## src/core/afct_defines.svh

```systemverilog
// Constants of the automatic flow control trigger
`ifndef AFCT_DEFINES_SVH
`define AFCT_DEFINES_SVH

// Register byte offsets
`define AFCT_CFG_OFF        8'hac
`define AFCT_STAT_OFF       8'hc0

// Configuration fields
`define AFCT_HI_MSB         23
`define AFCT_HI_LSB         16
`define AFCT_LO_MSB         15
`define AFCT_LO_LSB         8
`define AFCT_DUR_MSB        7
`define AFCT_DUR_LSB        4
`define AFCT_MULT_BIT       3
`define AFCT_BRD_BIT        2
`define AFCT_ADD_BIT        1
`define AFCT_ANY_BIT        0
`define AFCT_CFG_RST        32'h0000_0000
`define AFCT_CFG_MASK       32'h00ff_ffff

// Status fields
`define AFCT_ST_ABOVE_BIT   0
`define AFCT_ST_BP_BIT      1
`define AFCT_ST_PAUSED_BIT  2
`define AFCT_ST_PREQ_BIT    3
`define AFCT_ST_CNT_LSB     16

// Fill level unit is 64 bytes
`define AFCT_FILL_SHIFT     6
`define AFCT_FILL_W         14

// AXI4-Lite responses
`define AFCT_RESP_OKAY      2'b00
`define AFCT_RESP_SLVERR    2'b10

// Timing
`define AFCT_CLK_NS         40
`define AFCT_BP_T0_NS       5000
`define AFCT_BP_T1_NS       10000
`define AFCT_BP_T2_NS       15000
`define AFCT_BP_T3_NS       25000
`define AFCT_BP_STEP_NS     50000
`define AFCT_BP_10M_NS      2200
`define AFCT_NS2CYC(t)      ((t) / `AFCT_CLK_NS)

`endif

```

## src/core/afct_pkg.sv

```systemverilog
// Types of the automatic flow control trigger
package afct_pkg;
  typedef enum logic [1:0] {
    AFCT_IDLE,
    AFCT_REQ_PAUSE,
    AFCT_PAUSED,
    AFCT_REQ_ZERO
  } afct_fc_state_t;

  typedef logic [15:0] afct_cyc_t;
endpackage : afct_pkg

```

## src/core/afct_dur_rom.sv

```systemverilog
// Back-pressure duration lookup, registered
`timescale 1ns/100ps
`default_nettype none
`include "afct_defines.svh"
module afct_dur_rom #(
  parameter int unsigned P_STEP_CYC = `AFCT_NS2CYC(`AFCT_BP_STEP_NS)
) (
  // Clock and reset
  input  wire logic              i_clk,
  input  wire logic              i_rst_n,
  // Lookup
  input  wire logic [3:0]        i_code,
  input  wire logic              i_speed_100,
  output var  afct_pkg::afct_cyc_t o_cyc_q
);
  localparam afct_pkg::afct_cyc_t EXTRA_CYC = 16'(`AFCT_NS2CYC(`AFCT_BP_10M_NS));
  localparam afct_pkg::afct_cyc_t SMALL_CYC [4] = '{
    16'(`AFCT_NS2CYC(`AFCT_BP_T0_NS)),
    16'(`AFCT_NS2CYC(`AFCT_BP_T1_NS)),
    16'(`AFCT_NS2CYC(`AFCT_BP_T2_NS)),
    16'(`AFCT_NS2CYC(`AFCT_BP_T3_NS))
  };

  afct_pkg::afct_cyc_t tbl [16];
  afct_pkg::afct_cyc_t sel;

  // Table entries
  genvar gi;
  generate
    for (gi = 0; gi < 16; gi++) begin : g_tbl
      if (gi < 4) begin : g_small
        assign tbl[gi] = SMALL_CYC[gi];
      end else begin : g_step
        assign tbl[gi] = 16'(P_STEP_CYC * (gi - 3));
      end
    end
  endgenerate

  assign sel = i_speed_100 ? tbl[i_code] : 16'(tbl[i_code] + EXTRA_CYC);

  always_ff @(posedge i_clk or negedge i_rst_n) begin
    if (!i_rst_n) begin
      o_cyc_q <= 16'h0000;
    end else begin
      o_cyc_q <= sel;
    end
  end
endmodule : afct_dur_rom
`default_nettype wire

```

## src/core/afct_top.sv

```systemverilog
// Automatic flow control trigger with AXI4-Lite registers
//
// Overview of operation
// - The high threshold counts receive FIFO fill in 64-byte units and reaching it arms back pressure or pause.
// - After a pause frame sent at the high level, a zero-time pause is sent once fill drops below the low level.
// - In half duplex above the high threshold, each incoming frame matching the trigger selection is jammed for the set duration.
// - Automatic back pressure is held for the time chosen by the 4-bit duration code.
// - In full duplex the duration code is ignored and no back pressure is applied.
// - The multicast trigger jams multicast frames in half duplex above threshold, and does nothing in full duplex.
// - The broadcast trigger jams broadcast frames in half duplex above threshold, and does nothing in full duplex.
// - The own-address trigger jams frames to this station in half duplex above threshold, not in full duplex.
// - The any-frame trigger acts on every frame above threshold and is the full-duplex flow control enable.
// - In half duplex with any-frame set, jamming starts on a valid preamble without address decoding.
// - In full duplex with any-frame set, a pause request goes to the MAC as soon as the threshold is reached.
// - With any-frame set, the multicast, broadcast and own-address triggers are ignored.
// - Durations are 5, 10, 15, 25 us then 50 us steps to 600 us at 100 Mb/s, each 2.2 us longer at 10 Mb/s.
`timescale 1ns/100ps
`default_nettype none
`include "afct_defines.svh"
module afct_top #(
  parameter int unsigned P_BP_STEP_CYC = `AFCT_NS2CYC(`AFCT_BP_STEP_NS)
) (
  // Clock and reset
  input  wire logic                     I_CLK,
  input  wire logic                     I_RST_N,
  // AXI4-Lite write address
  input  wire logic                     I_AWVALID,
  output var  logic                     O_AWREADY,
  input  wire logic [7:0]               I_AWADDR,
  // AXI4-Lite write data
  input  wire logic                     I_WVALID,
  output var  logic                     O_WREADY,
  input  wire logic [31:0]              I_WDATA,
  input  wire logic [3:0]               I_WSTRB,
  // AXI4-Lite write response
  output var  logic                     O_BVALID,
  input  wire logic                     I_BREADY,
  output var  logic [1:0]               O_BRESP,
  // AXI4-Lite read address
  input  wire logic                     I_ARVALID,
  output var  logic                     O_ARREADY,
  input  wire logic [7:0]               I_ARADDR,
  // AXI4-Lite read data
  output var  logic                     O_RVALID,
  input  wire logic                     I_RREADY,
  output var  logic [31:0]              O_RDATA,
  output var  logic [1:0]               O_RRESP,
  // MAC link state
  input  wire logic                     I_FULL_DUPLEX,
  input  wire logic                     I_SPEED_100,
  // Receive FIFO fill in bytes
  input  wire logic [`AFCT_FILL_W-1:0]  I_RX_FIFO_BYTES,
  // Receive frame events
  input  wire logic                     I_RX_PREAMBLE,
  input  wire logic                     I_RX_ADDR_VALID,
  input  wire logic                     I_RX_IS_MCAST,
  input  wire logic                     I_RX_IS_BCAST,
  input  wire logic                     I_RX_IS_OWN,
  // Pause request to MAC
  output var  logic                     O_PAUSE_REQ,
  output var  logic                     O_PAUSE_ZERO,
  input  wire logic                     I_PAUSE_ACK,
  // Back pressure to MAC
  output var  logic                     O_BACKPRESSURE
);

  // Register state
  logic [31:0]               cfg_q;
  logic [31:0]               cfg_d;
  logic                      awready_q;
  logic                      wready_q;
  logic                      bvalid_q;
  logic [1:0]                bresp_q;
  logic [7:0]                awaddr_q;
  logic [31:0]               wdata_q;
  logic [3:0]                wstrb_q;
  logic                      arready_q;
  logic                      rvalid_q;
  logic [31:0]               rdata_q;
  logic [1:0]                rresp_q;

  // Flow control state
  afct_pkg::afct_fc_state_t  fc_q;
  afct_pkg::afct_fc_state_t  fc_d;
  afct_pkg::afct_cyc_t       cnt_q;
  afct_pkg::afct_cyc_t       dur_cyc;
  logic                      bp_q;
  logic                      preq_q;
  logic                      pzero_q;

  // Configuration fields
  wire logic [7:0]           hi_thr   = cfg_q[`AFCT_HI_MSB:`AFCT_HI_LSB];
  wire logic [7:0]           lo_thr   = cfg_q[`AFCT_LO_MSB:`AFCT_LO_LSB];
  wire logic [3:0]           dur_code = cfg_q[`AFCT_DUR_MSB:`AFCT_DUR_LSB];
  wire logic                 trg_mult = cfg_q[`AFCT_MULT_BIT];
  wire logic                 trg_brd  = cfg_q[`AFCT_BRD_BIT];
  wire logic                 trg_add  = cfg_q[`AFCT_ADD_BIT];
  wire logic                 trg_any  = cfg_q[`AFCT_ANY_BIT];

  // Fill level in 64-byte units
  wire logic [7:0]           fill_units;
  wire logic                 above_hi;
  wire logic                 below_lo;
  assign fill_units = I_RX_FIFO_BYTES[`AFCT_FILL_W-1:`AFCT_FILL_SHIFT];
  assign above_hi   = fill_units >= hi_thr;
  assign below_lo   = fill_units < lo_thr;

  // Write channel decode
  wire logic                 aw_hs;
  wire logic                 w_hs;
  wire logic                 b_hs;
  wire logic                 wr_go;
  wire logic                 wr_cfg;
  wire logic                 wr_stat;
  wire logic [31:0]          wr_mask;
  assign aw_hs   = I_AWVALID & awready_q;
  assign w_hs    = I_WVALID & wready_q;
  assign b_hs    = bvalid_q & I_BREADY;
  assign wr_go   = ~awready_q & ~wready_q & ~bvalid_q;
  assign wr_cfg  = wr_go & (awaddr_q == `AFCT_CFG_OFF);
  assign wr_stat = wr_go & (awaddr_q == `AFCT_STAT_OFF);
  assign wr_mask = {{8{wstrb_q[3]}}, {8{wstrb_q[2]}}, {8{wstrb_q[1]}}, {8{wstrb_q[0]}}};
  assign cfg_d   = ((cfg_q & ~wr_mask) | (wdata_q & wr_mask)) & `AFCT_CFG_MASK;

  // Read channel decode
  wire logic                 ar_hs;
  wire logic                 r_hs;
  wire logic                 rd_cfg;
  wire logic                 rd_stat;
  wire logic [31:0]          stat_word;
  wire logic [31:0]          rd_word;
  assign ar_hs   = I_ARVALID & arready_q;
  assign r_hs    = rvalid_q & I_RREADY;
  assign rd_cfg  = I_ARADDR == `AFCT_CFG_OFF;
  assign rd_stat = I_ARADDR == `AFCT_STAT_OFF;
  assign stat_word = {cnt_q, 12'h000, preq_q, (fc_q == afct_pkg::AFCT_PAUSED), bp_q, above_hi};
  assign rd_word = rd_cfg ? (cfg_q & `AFCT_CFG_MASK) : (rd_stat ? stat_word : 32'h0000_0000);

  // Write address and data capture
  always_ff @(posedge I_CLK or negedge I_RST_N) begin
    if (!I_RST_N) begin
      awready_q <= 1'b1;
      wready_q  <= 1'b1;
      awaddr_q  <= 8'h00;
      wdata_q   <= 32'h0000_0000;
      wstrb_q   <= 4'h0;
    end else begin
      if (aw_hs) begin
        awready_q <= 1'b0;
        awaddr_q  <= I_AWADDR;
      end else if (b_hs) begin
        awready_q <= 1'b1;
      end
      if (w_hs) begin
        wready_q <= 1'b0;
        wdata_q  <= I_WDATA;
        wstrb_q  <= I_WSTRB;
      end else if (b_hs) begin
        wready_q <= 1'b1;
      end
    end
  end

  // Write response
  always_ff @(posedge I_CLK or negedge I_RST_N) begin
    if (!I_RST_N) begin
      bvalid_q <= 1'b0;
      bresp_q  <= `AFCT_RESP_OKAY;
    end else if (wr_go) begin
      bvalid_q <= 1'b1;
      bresp_q  <= (wr_cfg | wr_stat) ? `AFCT_RESP_OKAY : `AFCT_RESP_SLVERR;
    end else if (b_hs) begin
      bvalid_q <= 1'b0;
    end
  end

  // Configuration register
  always_ff @(posedge I_CLK or negedge I_RST_N) begin
    if (!I_RST_N) begin
      cfg_q <= `AFCT_CFG_RST;
    end else if (wr_cfg) begin
      cfg_q <= cfg_d;
    end
  end

  // Read channel
  always_ff @(posedge I_CLK or negedge I_RST_N) begin
    if (!I_RST_N) begin
      arready_q <= 1'b1;
      rvalid_q  <= 1'b0;
      rdata_q   <= 32'h0000_0000;
      rresp_q   <= `AFCT_RESP_OKAY;
    end else if (ar_hs) begin
      arready_q <= 1'b0;
      rvalid_q  <= 1'b1;
      rdata_q   <= rd_word;
      rresp_q   <= (rd_cfg | rd_stat) ? `AFCT_RESP_OKAY : `AFCT_RESP_SLVERR;
    end else if (r_hs) begin
      arready_q <= 1'b1;
      rvalid_q  <= 1'b0;
    end
  end

  // Duration lookup
  afct_dur_rom #(
    .P_STEP_CYC (P_BP_STEP_CYC)
  ) u_dur_rom (
    .i_clk       (I_CLK),
    .i_rst_n     (I_RST_N),
    .i_code      (dur_code),
    .i_speed_100 (I_SPEED_100),
    .o_cyc_q     (dur_cyc)
  );

  // Half-duplex frame match
  wire logic                 hd_active;
  wire logic                 sel_match;
  wire logic                 any_start;
  wire logic                 sel_start;
  wire logic                 jam_start;
  assign hd_active = ~I_FULL_DUPLEX & above_hi;
  assign sel_match = (trg_mult & I_RX_IS_MCAST)
                   | (trg_brd & I_RX_IS_BCAST)
                   | (trg_add & I_RX_IS_OWN);
  assign any_start = hd_active & trg_any & I_RX_PREAMBLE;
  assign sel_start = hd_active & ~trg_any & I_RX_ADDR_VALID & sel_match;
  assign jam_start = any_start | sel_start;

  // Back-pressure down-counter
  always_ff @(posedge I_CLK or negedge I_RST_N) begin
    if (!I_RST_N) begin
      cnt_q <= 16'h0000;
      bp_q  <= 1'b0;
    end else if (I_FULL_DUPLEX) begin
      cnt_q <= 16'h0000;
      bp_q  <= 1'b0;
    end else if (jam_start) begin
      cnt_q <= dur_cyc;
      bp_q  <= 1'b1;
    end else if (cnt_q > 16'h0001) begin
      cnt_q <= 16'(cnt_q - 16'h0001);
    end else begin
      cnt_q <= 16'h0000;
      bp_q  <= 1'b0;
    end
  end

  // Full-duplex pause sequencing
  wire logic                 fd_trig;
  assign fd_trig = I_FULL_DUPLEX & trg_any & above_hi;

  always_comb begin
    fc_d = fc_q;
    case (fc_q)
      afct_pkg::AFCT_IDLE: begin
        if (fd_trig) begin
          fc_d = afct_pkg::AFCT_REQ_PAUSE;
        end
      end
      afct_pkg::AFCT_REQ_PAUSE: begin
        if (I_PAUSE_ACK) begin
          fc_d = afct_pkg::AFCT_PAUSED;
        end
      end
      afct_pkg::AFCT_PAUSED: begin
        if (below_lo) begin
          fc_d = afct_pkg::AFCT_REQ_ZERO;
        end
      end
      afct_pkg::AFCT_REQ_ZERO: begin
        if (I_PAUSE_ACK) begin
          fc_d = afct_pkg::AFCT_IDLE;
        end
      end
      default: begin
        fc_d = afct_pkg::AFCT_IDLE;
      end
    endcase
  end

  always_ff @(posedge I_CLK or negedge I_RST_N) begin
    if (!I_RST_N) begin
      fc_q    <= afct_pkg::AFCT_IDLE;
      preq_q  <= 1'b0;
      pzero_q <= 1'b0;
    end else begin
      fc_q    <= fc_d;
      preq_q  <= (fc_d == afct_pkg::AFCT_REQ_PAUSE) | (fc_d == afct_pkg::AFCT_REQ_ZERO);
      pzero_q <= fc_d == afct_pkg::AFCT_REQ_ZERO;
    end
  end

  // Outputs
  assign O_AWREADY      = awready_q;
  assign O_WREADY       = wready_q;
  assign O_BVALID       = bvalid_q;
  assign O_BRESP        = bresp_q;
  assign O_ARREADY      = arready_q;
  assign O_RVALID       = rvalid_q;
  assign O_RDATA        = rdata_q;
  assign O_RRESP        = rresp_q;
  assign O_PAUSE_REQ    = preq_q;
  assign O_PAUSE_ZERO   = pzero_q;
  assign O_BACKPRESSURE = bp_q;

endmodule : afct_top
`default_nettype wire

```

## config.mk

```make
export PLATFORM = sky130hd
export DESIGN_NAME = afct_top
export DESIGN_NICKNAME = d
export VERILOG_FILES = /design/src/core/afct_pkg.sv /design/src/core/afct_dur_rom.sv /design/src/core/afct_top.sv
export VERILOG_INCLUDE_DIRS = /design/src /design/src/core
export SDC_FILE = /design/constraint.sdc
export NUM_CORES = 1
export LEC_CHECK = 0
export ABC_CLOCK_PERIOD_IN_PS = 5200
export BUFFER_PORTS_ARGS = -buffer_cell sky130_fd_sc_hd__buf_2
export CAP_MARGIN = 20
export CORE_MARGIN = 1.5
export CORE_UTILIZATION = 45
export DETAILED_ROUTE_END_ITERATION = 10
export PLACE_DENSITY = 0.67
export SYNTH_ARGS = -nofsm -noshare
export SYNTH_HDL_FRONTEND = slang
export SYNTH_HIERARCHICAL = 1
export SYNTH_SLANG_ARGS = --single-unit
```

## constraint.sdc

```tcl
create_clock -name I_CLK -period 5.2 [get_ports I_CLK]
set_input_delay 1.56 -clock I_CLK [delete_from_list [all_inputs] [get_ports I_CLK]]
set_output_delay 1.56 -clock I_CLK [all_outputs]
set_load 0.01 [all_outputs]
```

==> results.yml, run 1 <==
outcome:
  outcome: "complete, no violations"
timing:
  finalClockSkew_ns: 0.00854
  setup_violations: 0
  rsz0062_at_grt: "no"
  hold_viol: 0
  worst_pin_slew_ns: 0.898
  final.setup.tns_ns: 0
  whs_ns: 0.471
  finalCriticalPeriod_ns: 3.34
  finalCritPeriodShare_pct: 64.3
  drv_slew: 0
  worst_slew_margin_rel_pct: 40.1
  clock.fmax_mhz: 299
worst_hold_path:
  hold_path.class: "flip-flop to flip-flop"
  hold_depth: 2
  worstHoldStart: "u_dur_rom/o_cyc_q[9]"
  hold_end: "cnt_q[9]"
logic_synthesis:
  synth_area_leaders: "dfrtp_1 51%, mux2_2 11%, ha_1 4.9%, nand2_1 4.4%, o21ai_0 2.7%"
  synth_edf_count: 0
  netlist_area_um2: 6420
  synthArstFlopShare_pct: 100
  synth.top_cell.area_share_pct: 50.7
  yosysSeqAreaShare_pct: 51.9
  yosysMostFrequentCell: "dfrtp_1"
  ys_types: 65
  synth_commonest_cells: "130 x dfrtp_1, 76 x nand2_1, 63 x mux2_2"
  yosys_warnings: 6
  ys_seq_elements: 133
  yosysTopAreaCell: "dfrtp_1"
  syn_inst: 584
  synthFlopType: "dfrtp_1"
  syn_area_per_cell_um2: 11.0
detailed_routing:
  wire_per_inst_um: 15.7
  vias: 4705
  vias_per_cell: 5.32
  drt_first_pass_iters: 6
  drc: 0
  drt-total-wl_um: 13900
  ant_nets: 0
  drtIter0Drc: 248
clock_tree:
  cts_buffer_depth: 2
  root_buffer: "clkbuf_16"
  clock-sinks: 133
  ctsHoldBuffers: 0
  cts_resized: 0
  cts_max_level: 4
  worstSkewPairLatency_ns: 0.41
  cts_tree: "done"
  postCtsSetupBuffers: 0
  cts_buffers: 17
  clk_pin_slew_ns: 0.06
setup_path:
  critPathMaxFanout: 16
  required_ns: 5.49
  r2r_slack_ns: 2.59
  crit_arrival_ns: 3.63
  crit_path_end_kind: "flip-flop"
  startpoint_type: "primary input"
  worstRegToRegCells: 6
  worst_r2r_endpoint: "u_dur_rom/o_cyc_q[12]"
  path_class: "primary input to flip-flop"
  startpoint: "I_RX_FIFO_BYTES[6]"
pwr:
  p_leak_nw: 3.56
  internal_power_w: 0.00246
  p_sw_share_pct: 29.8
  power_per_cell_area_nw_per_um2: 452
  pwr-share-comb_pct: 23.5
  seq_power_share_pct: 42.8
  ir_worst_vdd_mv: 0.320
  power.switching_w: 0.00105
  p_clk_share_pct: 33.7
cells_and_area:
  seq_area_um2: 3330
  finalNetCount: 797
  fillers: 1183
  antennaDiodeCount: 0
  final_layout_size_suffix_gt1_share_pct: 32.8
  syn_to_final_growth_pct: 20.8
  multiInputGateArea_um2: 2850
floorplanning:
  fp-row-count: 43
  fp.coreArea_um2: 13900
  die_area_um2: 15000
  boundaryPins: 125
  initial_core_util_pct: 46.3
  die_w_um: 122
  chipHeight_um: 122
place:
  hpwl_um: 9850
  portBuffers: 107
  gp_congestion: 0.795
global_route:
  antenna_found_initial: 0
  grt_pass1_wl_um: 23100
  grt_max_degree: 72
  grt_usage_pct: 19.8
  grt_pass1_vias: 4780
  overflow: 0
flow_run:
  cap_violations: 0
==> final cells by class <==
cell class                      instances  share of cell area, %
Tap cell                              180                   2.90
Timing Repair Buffer                  115                   8.29
Multi-Input combinational cell        394                   36.8
Inverter                               30                   1.45
Clock buffer                           20                   5.76
Clock inverter                         12                   1.82
Sequential cell                       133                   43.0
==> power groups by stage <==
stage / sequential [W] / clock, W / combinational, W
6_report: 0.00150 / 0.00118 / 0.000823
3_5_place_dp: 0.00152 / 0 / 0.000818
2_1_floorplan: 0.00146 / 0 / 0.000619
3_3_place_gp: 0.00149 / 0 / 0.000783
4_1_cts: 0.00150 / 0.00120 / 0.000828
5_1_grt: 0.00154 / 0.00126 / 0.000925
==> how the worst max path moves through the flow <==
stage,depth (start not counted),end
floorplan,8,cnt_q[14]
global placement,10,cnt_q[3]
detailed placement,10,cnt_q[8]
CTS,10,cnt_q[8]
global route,10,cnt_q[8]
finish,10,cnt_q[8]
==> cells in the final DEF (no fill, tap or decap), types with 4 or more instances in the layout <==
cell       instances
nand2_1           75
nor3_1             6
a22oi_1           10
clkbuf_16         17
a31o_2             4
buf_2            106
dfrtp_1          130
inv_1             30
nor2b_1            5
o31ai_1           13
nand3_1           12
xor2_1             5
or3_1              5
xnor2_1           17
mux2i_1            5
buf_4              6
o21ai_1            7
nor2_1            15
ha_1              25
inv_6              6
nand2b_1           7
o21ai_0           35
a211oi_1           5
nor4_1             4
a21oi_1           15
mux2_2            63
==> kinds of logic after synthesis <==
logic type	synth area share, %
AOI/OAI and AO/OA	12.3
adders and majority gates	4.87
other	0.117
DFF	51.9
and+or+nand+nor	12.1
buffers and inverters	3.90
xor gates and xnor gates	3.00
muxes	11.8
==> metrics by stage <==
stage                     power (W)  cells  util (%)  area (um2)  worst slack, ns
final                       0.00351    884      55.9        7750             1.86
after global routing        0.00372    884      55.9        7750             1.72
after CTS                   0.00353    883      55.7        7730             1.89
after detailed placement    0.00233    851      51.5        7150             1.48
after global placement      0.00228    850      51.3        7120             1.53
after floorplan             0.00208    585         -        6420             1.82
==> worst max-delay path: stages <==
cell       delay [ns]
buf_2            0.09
inv_1            0.04
ha_1             0.27
nand2b_1         0.15
a2111oi_0        0.48
o31ai_1          0.12
buf_4            0.21
and2_1           0.23
buf_4            0.21
mux2_2           0.28
==> per-layer routing <==
| metal | track usage, % | wire length, um | part of all wire, % | up-vias |
|---|---|---|---|---|
| met1 | 26.3 | 6350 | 46 | 2293 |
| met2 | 32.2 | 6650 | 48 | 108 |
| met5 | 0 | 0 | 0 | - |
| met4 | 5.96 | 166 | 1.2 | 0 |
| li1 | - | - | - | 2291 |
| met3 | 4.60 | 720 | 5.2 | 13 |
Power figures use the tool's default switching activity.
==> run 2: changes to the inputs <==
ABC_CLOCK_PERIOD_IN_PS = 2990   (was 5200)
PLACE_DENSITY = 0.7   (was 0.67)
clock period = 2.99 ns   (was 5.2 ns; I/O delays follow)
==> run 2 against run 1 <==
Sequential power increased by 73%. First-iteration DRC count increased by 54%. Cell area increased by 1.0%. Critical path depth decreased by 2. Register-to-register slack got worse by 2.0 ns. Via count decreased by 0.40%. Core utilization increased by 0.59 points. Wire length increased by 0.82%. Power increased by 80%. Clock skew decreased by 0.00085 ns. Clock power increased by 92%. Critical path type unchanged.
==> results.yml, run 2 (synthesis results as in run 1) <==
outcome:
  outcome: "complete, no violations"
detailed_routing:
  drt_first_pass_iters: 4
  drtIter0Drc: 381
  vias_per_cell: 5.27
  drc: 0
  ant_nets: 0
  vias: 4686
  wire_per_inst_um: 15.7
  drt-total-wl_um: 14000
cells_and_area:
  finalNetCount: 803
  fillers: 1173
  syn_to_final_growth_pct: 22.0
  final_cell_mix: "130 x dfrtp_1, 106 x buf_2, 75 x nand2_1"
  antennaDiodeCount: 0
  final_layout_size_suffix_gt1_share_pct: 33.7
  final_common_cell: "dfrtp_1"
setup_path:
  path_class: "primary input to flip-flop"
  crit_arrival_ns: 2.85
  required_ns: 3.28
  cpPeakStageDelay_ns: 0.52
  cp_num_buf_inv: 2
  path_cells: "buf_2, inv_1, ha_1, nand2b_1, a2111oi_0, o31ai_1, and2_1, mux2_2"
  startpoint_type: "primary input"
  critPathMaxFanout: 17
  critPathTopFamily: "compound AO/OA/AOI/OAI gates"
  cp_slowest_cell: "a2111oi_0"
  crit_path_end_kind: "flip-flop"
timing:
  worst_pin_slew_ns: 0.658
  worst_slew_margin_rel_pct: 56.1
  final.setup.tns_ns: 0
  finalClockSkew_ns: 0.00770
  rsz0062_at_grt: "no"
  setup_violations: 0
  finalCritPeriodShare_pct: 85.7
  drv_slew: 0
  clock.fmax_mhz: 390
  whs_ns: 0.418
  hold_viol: 0
  finalCriticalPeriod_ns: 2.56
clock_tree:
  ctsHoldBuffers: 0
  cts_buffers: 17
  worstSkewPairLatency_ns: 0.41
  clk_pin_slew_ns: 0.06
  cts_max_level: 4
  cts_resized: 0
  root_buffer: "clkbuf_16"
  cts_tree: "done"
  postCtsSetupBuffers: 0
  clock-sinks: 133
  cts_buffer_depth: 2
global_route:
  grt_pass1_vias: 4696
  antenna_found_initial: 0
  grt_pass1_wl_um: 22600
  grt_max_degree: 55
  grt_usage_pct: 19.5
  overflow: 0
floorplanning:
  fp-row-count: 43
  chipHeight_um: 122
  boundaryPins: 125
  die_w_um: 122
  die_area_um2: 15000
  fp.coreArea_um2: 13900
  initial_core_util_pct: 46.3
pwr:
  p_leak_nw: 3.61
  pwr-share-comb_pct: 23.1
  seq_power_share_pct: 41.0
  p_clk_share_pct: 35.9
  ir_worst_vdd_mv: 0.657
  power_per_cell_area_nw_per_um2: 805
  internal_power_w: 0.00453
  p_sw_share_pct: 28.2
  power.switching_w: 0.00178
flow_run:
  cap_violations: 0
worst_hold_path:
  hold_path.class: "primary input to asynchronous set/reset pin"
place:
  gp_congestion: 0.886
  hpwl_um: 10000
  portBuffers: 107
-- run 2: cell types whose count changed in the layout (fill, tap and decap cells not counted), moves of 2 or more --
cell       before  now
clkinv_2        1    4
clkinv_4        1    3
buf_4           6   14
inv_6           6    0
bufinv_16       2    5
clkbuf_1        2    0
-- run 2: worst paths after layout --
path | from | end | slack [ns] | depth (start not counted)
setup reg to reg | cnt_q[0] | cnt_q[14] | 0.59 | 7
setup / recovery | I_RX_FIFO_BYTES[6] | cnt_q[14] | 0.43 | 8
max in group asynchronous | I_RST_N | asynchronous set/reset pin | 1.84 | 2
hold / removal | I_RST_N | O_RDATA[13] | 0.42 | 1
min in group I_CLK | O_RDATA[1] | O_RDATA[1] | 0.47 | 2
hold reg to reg | O_RDATA[1] | O_RDATA[1] | 0.47 | 2
-- run 2: area by class of cell --
type	count	area, um2	share of cell area, %
Timing Repair Buffer	121	656	8.37
Tap cell	180	225	2.87
Clock inverter	13	204	2.60
Sequential cell	133	3330	42.5
Multi-Input combinational cell	394	2850	36.4
Inverter	30	113	1.44
Clock buffer	19	453	5.78
-- run 2: power by group through the flow --
stage | clock network, W | registers (W) | logic [W]
after floorplan | 0 | 0.00254 | 0.00108
after global placement | 0 | 0.00258 | 0.00138
after detailed placement | 0 | 0.00261 | 0.00145
after CTS | 0.00230 | 0.00259 | 0.00146
after global routing | 0.00240 | 0.00265 | 0.00163
final | 0.00227 | 0.00259 | 0.00146
-- run 2: layer usage --
metal	GRT usage (%)	share of wire, %	up-vias
met1	26.2	46	2255
met3	4.51	5.0	15
met5	0	0	-
met2	31.4	48	127
li1	-	-	2289
met4	6.40	1.4	0
-- run 2: per-stage QoR --
stage          util (%)  setup slack [ns]  area, um2  power, W  std cells
3_3_place_gp       51.7            0.0971       7180   0.00396        858
3_5_place_dp       51.7            0.0840       7180   0.00406        858
6_report           56.5             0.429       7840   0.00631        890
5_1_grt            56.5             0.366       7840   0.00667        890
2_1_floorplan         -             0.270       6420   0.00361        585
4_1_cts            56.5             0.505       7840   0.00635        890
==> run 3: changes to the inputs <==
PLACE_DENSITY = 0.76   (was 0.7)
RECOVER_POWER = 25   (was default)
==> run 3 against run 2 <==
The flow now finishes with violations (max-capacitance violations, max-slew violations). Combinational power barely moved. Critical path depth did not move. Wire length rose by 1.5%. Die area did not move. Sequential share of layout area rose by 0.47 points. Cell area fell by 1.1%. Largest power group unchanged. Core utilization fell by 0.62 points. Register-to-register slack improved by 0.03 ns.
==> results.yml, run 3 (synthesis results as in run 1) <==
detailed_routing:
  ant_nets: 0
  vias: 4788
  drt-total-wl_um: 14200
  drt_first_pass_iters: 5
  drc: 0
  drtIter0Drc: 319
  wire_per_inst_um: 16.0
  vias_per_cell: 5.39
floorplanning:
  chipHeight_um: 122
  boundaryPins: 125
  fp-row-count: 43
  initial_core_util_pct: 46.3
  die_w_um: 122
  fp.coreArea_um2: 13900
  die_area_um2: 15000
setup_path:
  critPathMaxFanout: 17
  crit_path_end_kind: "flip-flop"
  crit_arrival_ns: 2.77
  r2r_slack_ns: 0.62
  startpoint_type: "primary input"
  required_ns: 3.28
  path_class: "primary input to flip-flop"
timing:
  finalCritPeriodShare_pct: 82.9
  final.setup.tns_ns: 0
  setup_violations: 0
  hold_viol: 0
  worst_pin_slew_ns: 2.01
  worst_slew_margin_rel_pct: -34.2
  rsz0062_at_grt: "no"
  finalClockSkew_ns: 0.00736
  drv_slew: 34
  clock.fmax_mhz: 403
  finalCriticalPeriod_ns: 2.48
global_route:
  grt_pass1_wl_um: 22900
  grt_usage_pct: 19.9
  grt_pass1_vias: 4645
  overflow: 0
  antenna_found_initial: 0
  grt_max_degree: 46
cells_and_area:
  final_common_cell: "dfrtp_1"
  syn_to_final_growth_pct: 20.7
  final_core_util_pct: 55.8
  final_cell_area_um2: 7750
  antennaDiodeCount: 0
  final_cell_mix: "130 x dfrtp_1, 104 x buf_2, 75 x nand2_1"
  finalNetCount: 803
  final_layout_size_suffix_gt1_share_pct: 32.5
clock_tree:
  cts_max_level: 4
  clock-sinks: 133
  worstSkewPairLatency_ns: 0.41
  clk_pin_slew_ns: 0.06
  ctsHoldBuffers: 0
  cts_resized: 0
  cts_tree: "done"
  cts_buffers: 17
  cts_buffer_depth: 2
  root_buffer: "clkbuf_16"
  postCtsSetupBuffers: 0
outcome:
  violations: "max-capacitance violations, max-slew violations"
  outcome: "finished, violations left"
flow_run:
  cap_violations: 1
worst_hold_path:
  hold_path.class: "flip-flop to flip-flop"
pwr:
  finalPower_w: 0.00604
  p_leak_nw: 3.56
  power_per_cell_area_nw_per_um2: 779
  ir_worst_vdd_mv: 0.481
place:
  hpwl_um: 10200
  place_area_um2: 7190
  gp_congestion: 0.867
  portBuffers: 107
-- run 3: layer usage --
layer / GRT usage (%) / wire length (um) / up-vias
li1: - / - / 2292
met2: 32.1 / 6870 / 152
met4: 8.07 / 254 / 0
met5: 0 / 0 / -
met1: 26.1 / 6390 / 2324
met3: 4.41 / 713 / 20
-- run 3: path summary, 6_finish.rpt --
| check | startpoint | cells after the start | to |
|---|---|---|---|
| hold reg to reg | u_dur_rom/o_cyc_q[4] | 2 | cnt_q[4] |
| setup reg to reg | cnt_q[0] | 7 | cnt_q[14] |
| setup / recovery | I_RX_FIFO_BYTES[6] | 8 | cnt_q[14] |
| hold / removal | u_dur_rom/o_cyc_q[4] | 2 | cnt_q[4] |
| min in group asynchronous | I_RST_N | 1 | wdata_q[13] |
| max in group asynchronous | I_RST_N | 2 | O_AWREADY |
-- run 3: final cells by class --
cell class                 instances  area (um2)
clock buffer                      21         460
inverter                          30         113
clock inverter                     9         104
fill                            1161        6130
multi-input combinational        394        2850
timing repair buffer             121         662
tap                              180         225
sequential                       133        3330
-- run 3: report_power, final --
group          total (W)  leakage [nW]  switching [W]  internal [W]
sequential       0.00259          1.72       0.000336       0.00226
combinational    0.00145          1.56       0.000701      0.000751
clock            0.00199         0.275       0.000737       0.00126
total            0.00604          3.56        0.00177       0.00427
-- run 3: metrics by stage --
step                      hold WS, ns  instances  worst slack [ns]
after floorplan                 0.445        585             0.270
after global placement          0.458        858             0.118
after detailed placement        0.455        858             0.122
after CTS                       0.449        888             0.541
after global routing            0.493        888             0.332
final                           0.470        888             0.511
-- run 3: worst max-delay path, cell delays in order --
cell       delay (ns)
buf_2            0.09
inv_1            0.04
ha_1             0.25
nand2b_1         0.10
a2111oi_0        0.10
o31ai_1          0.28
and2_1           0.61
mux2_2           0.40
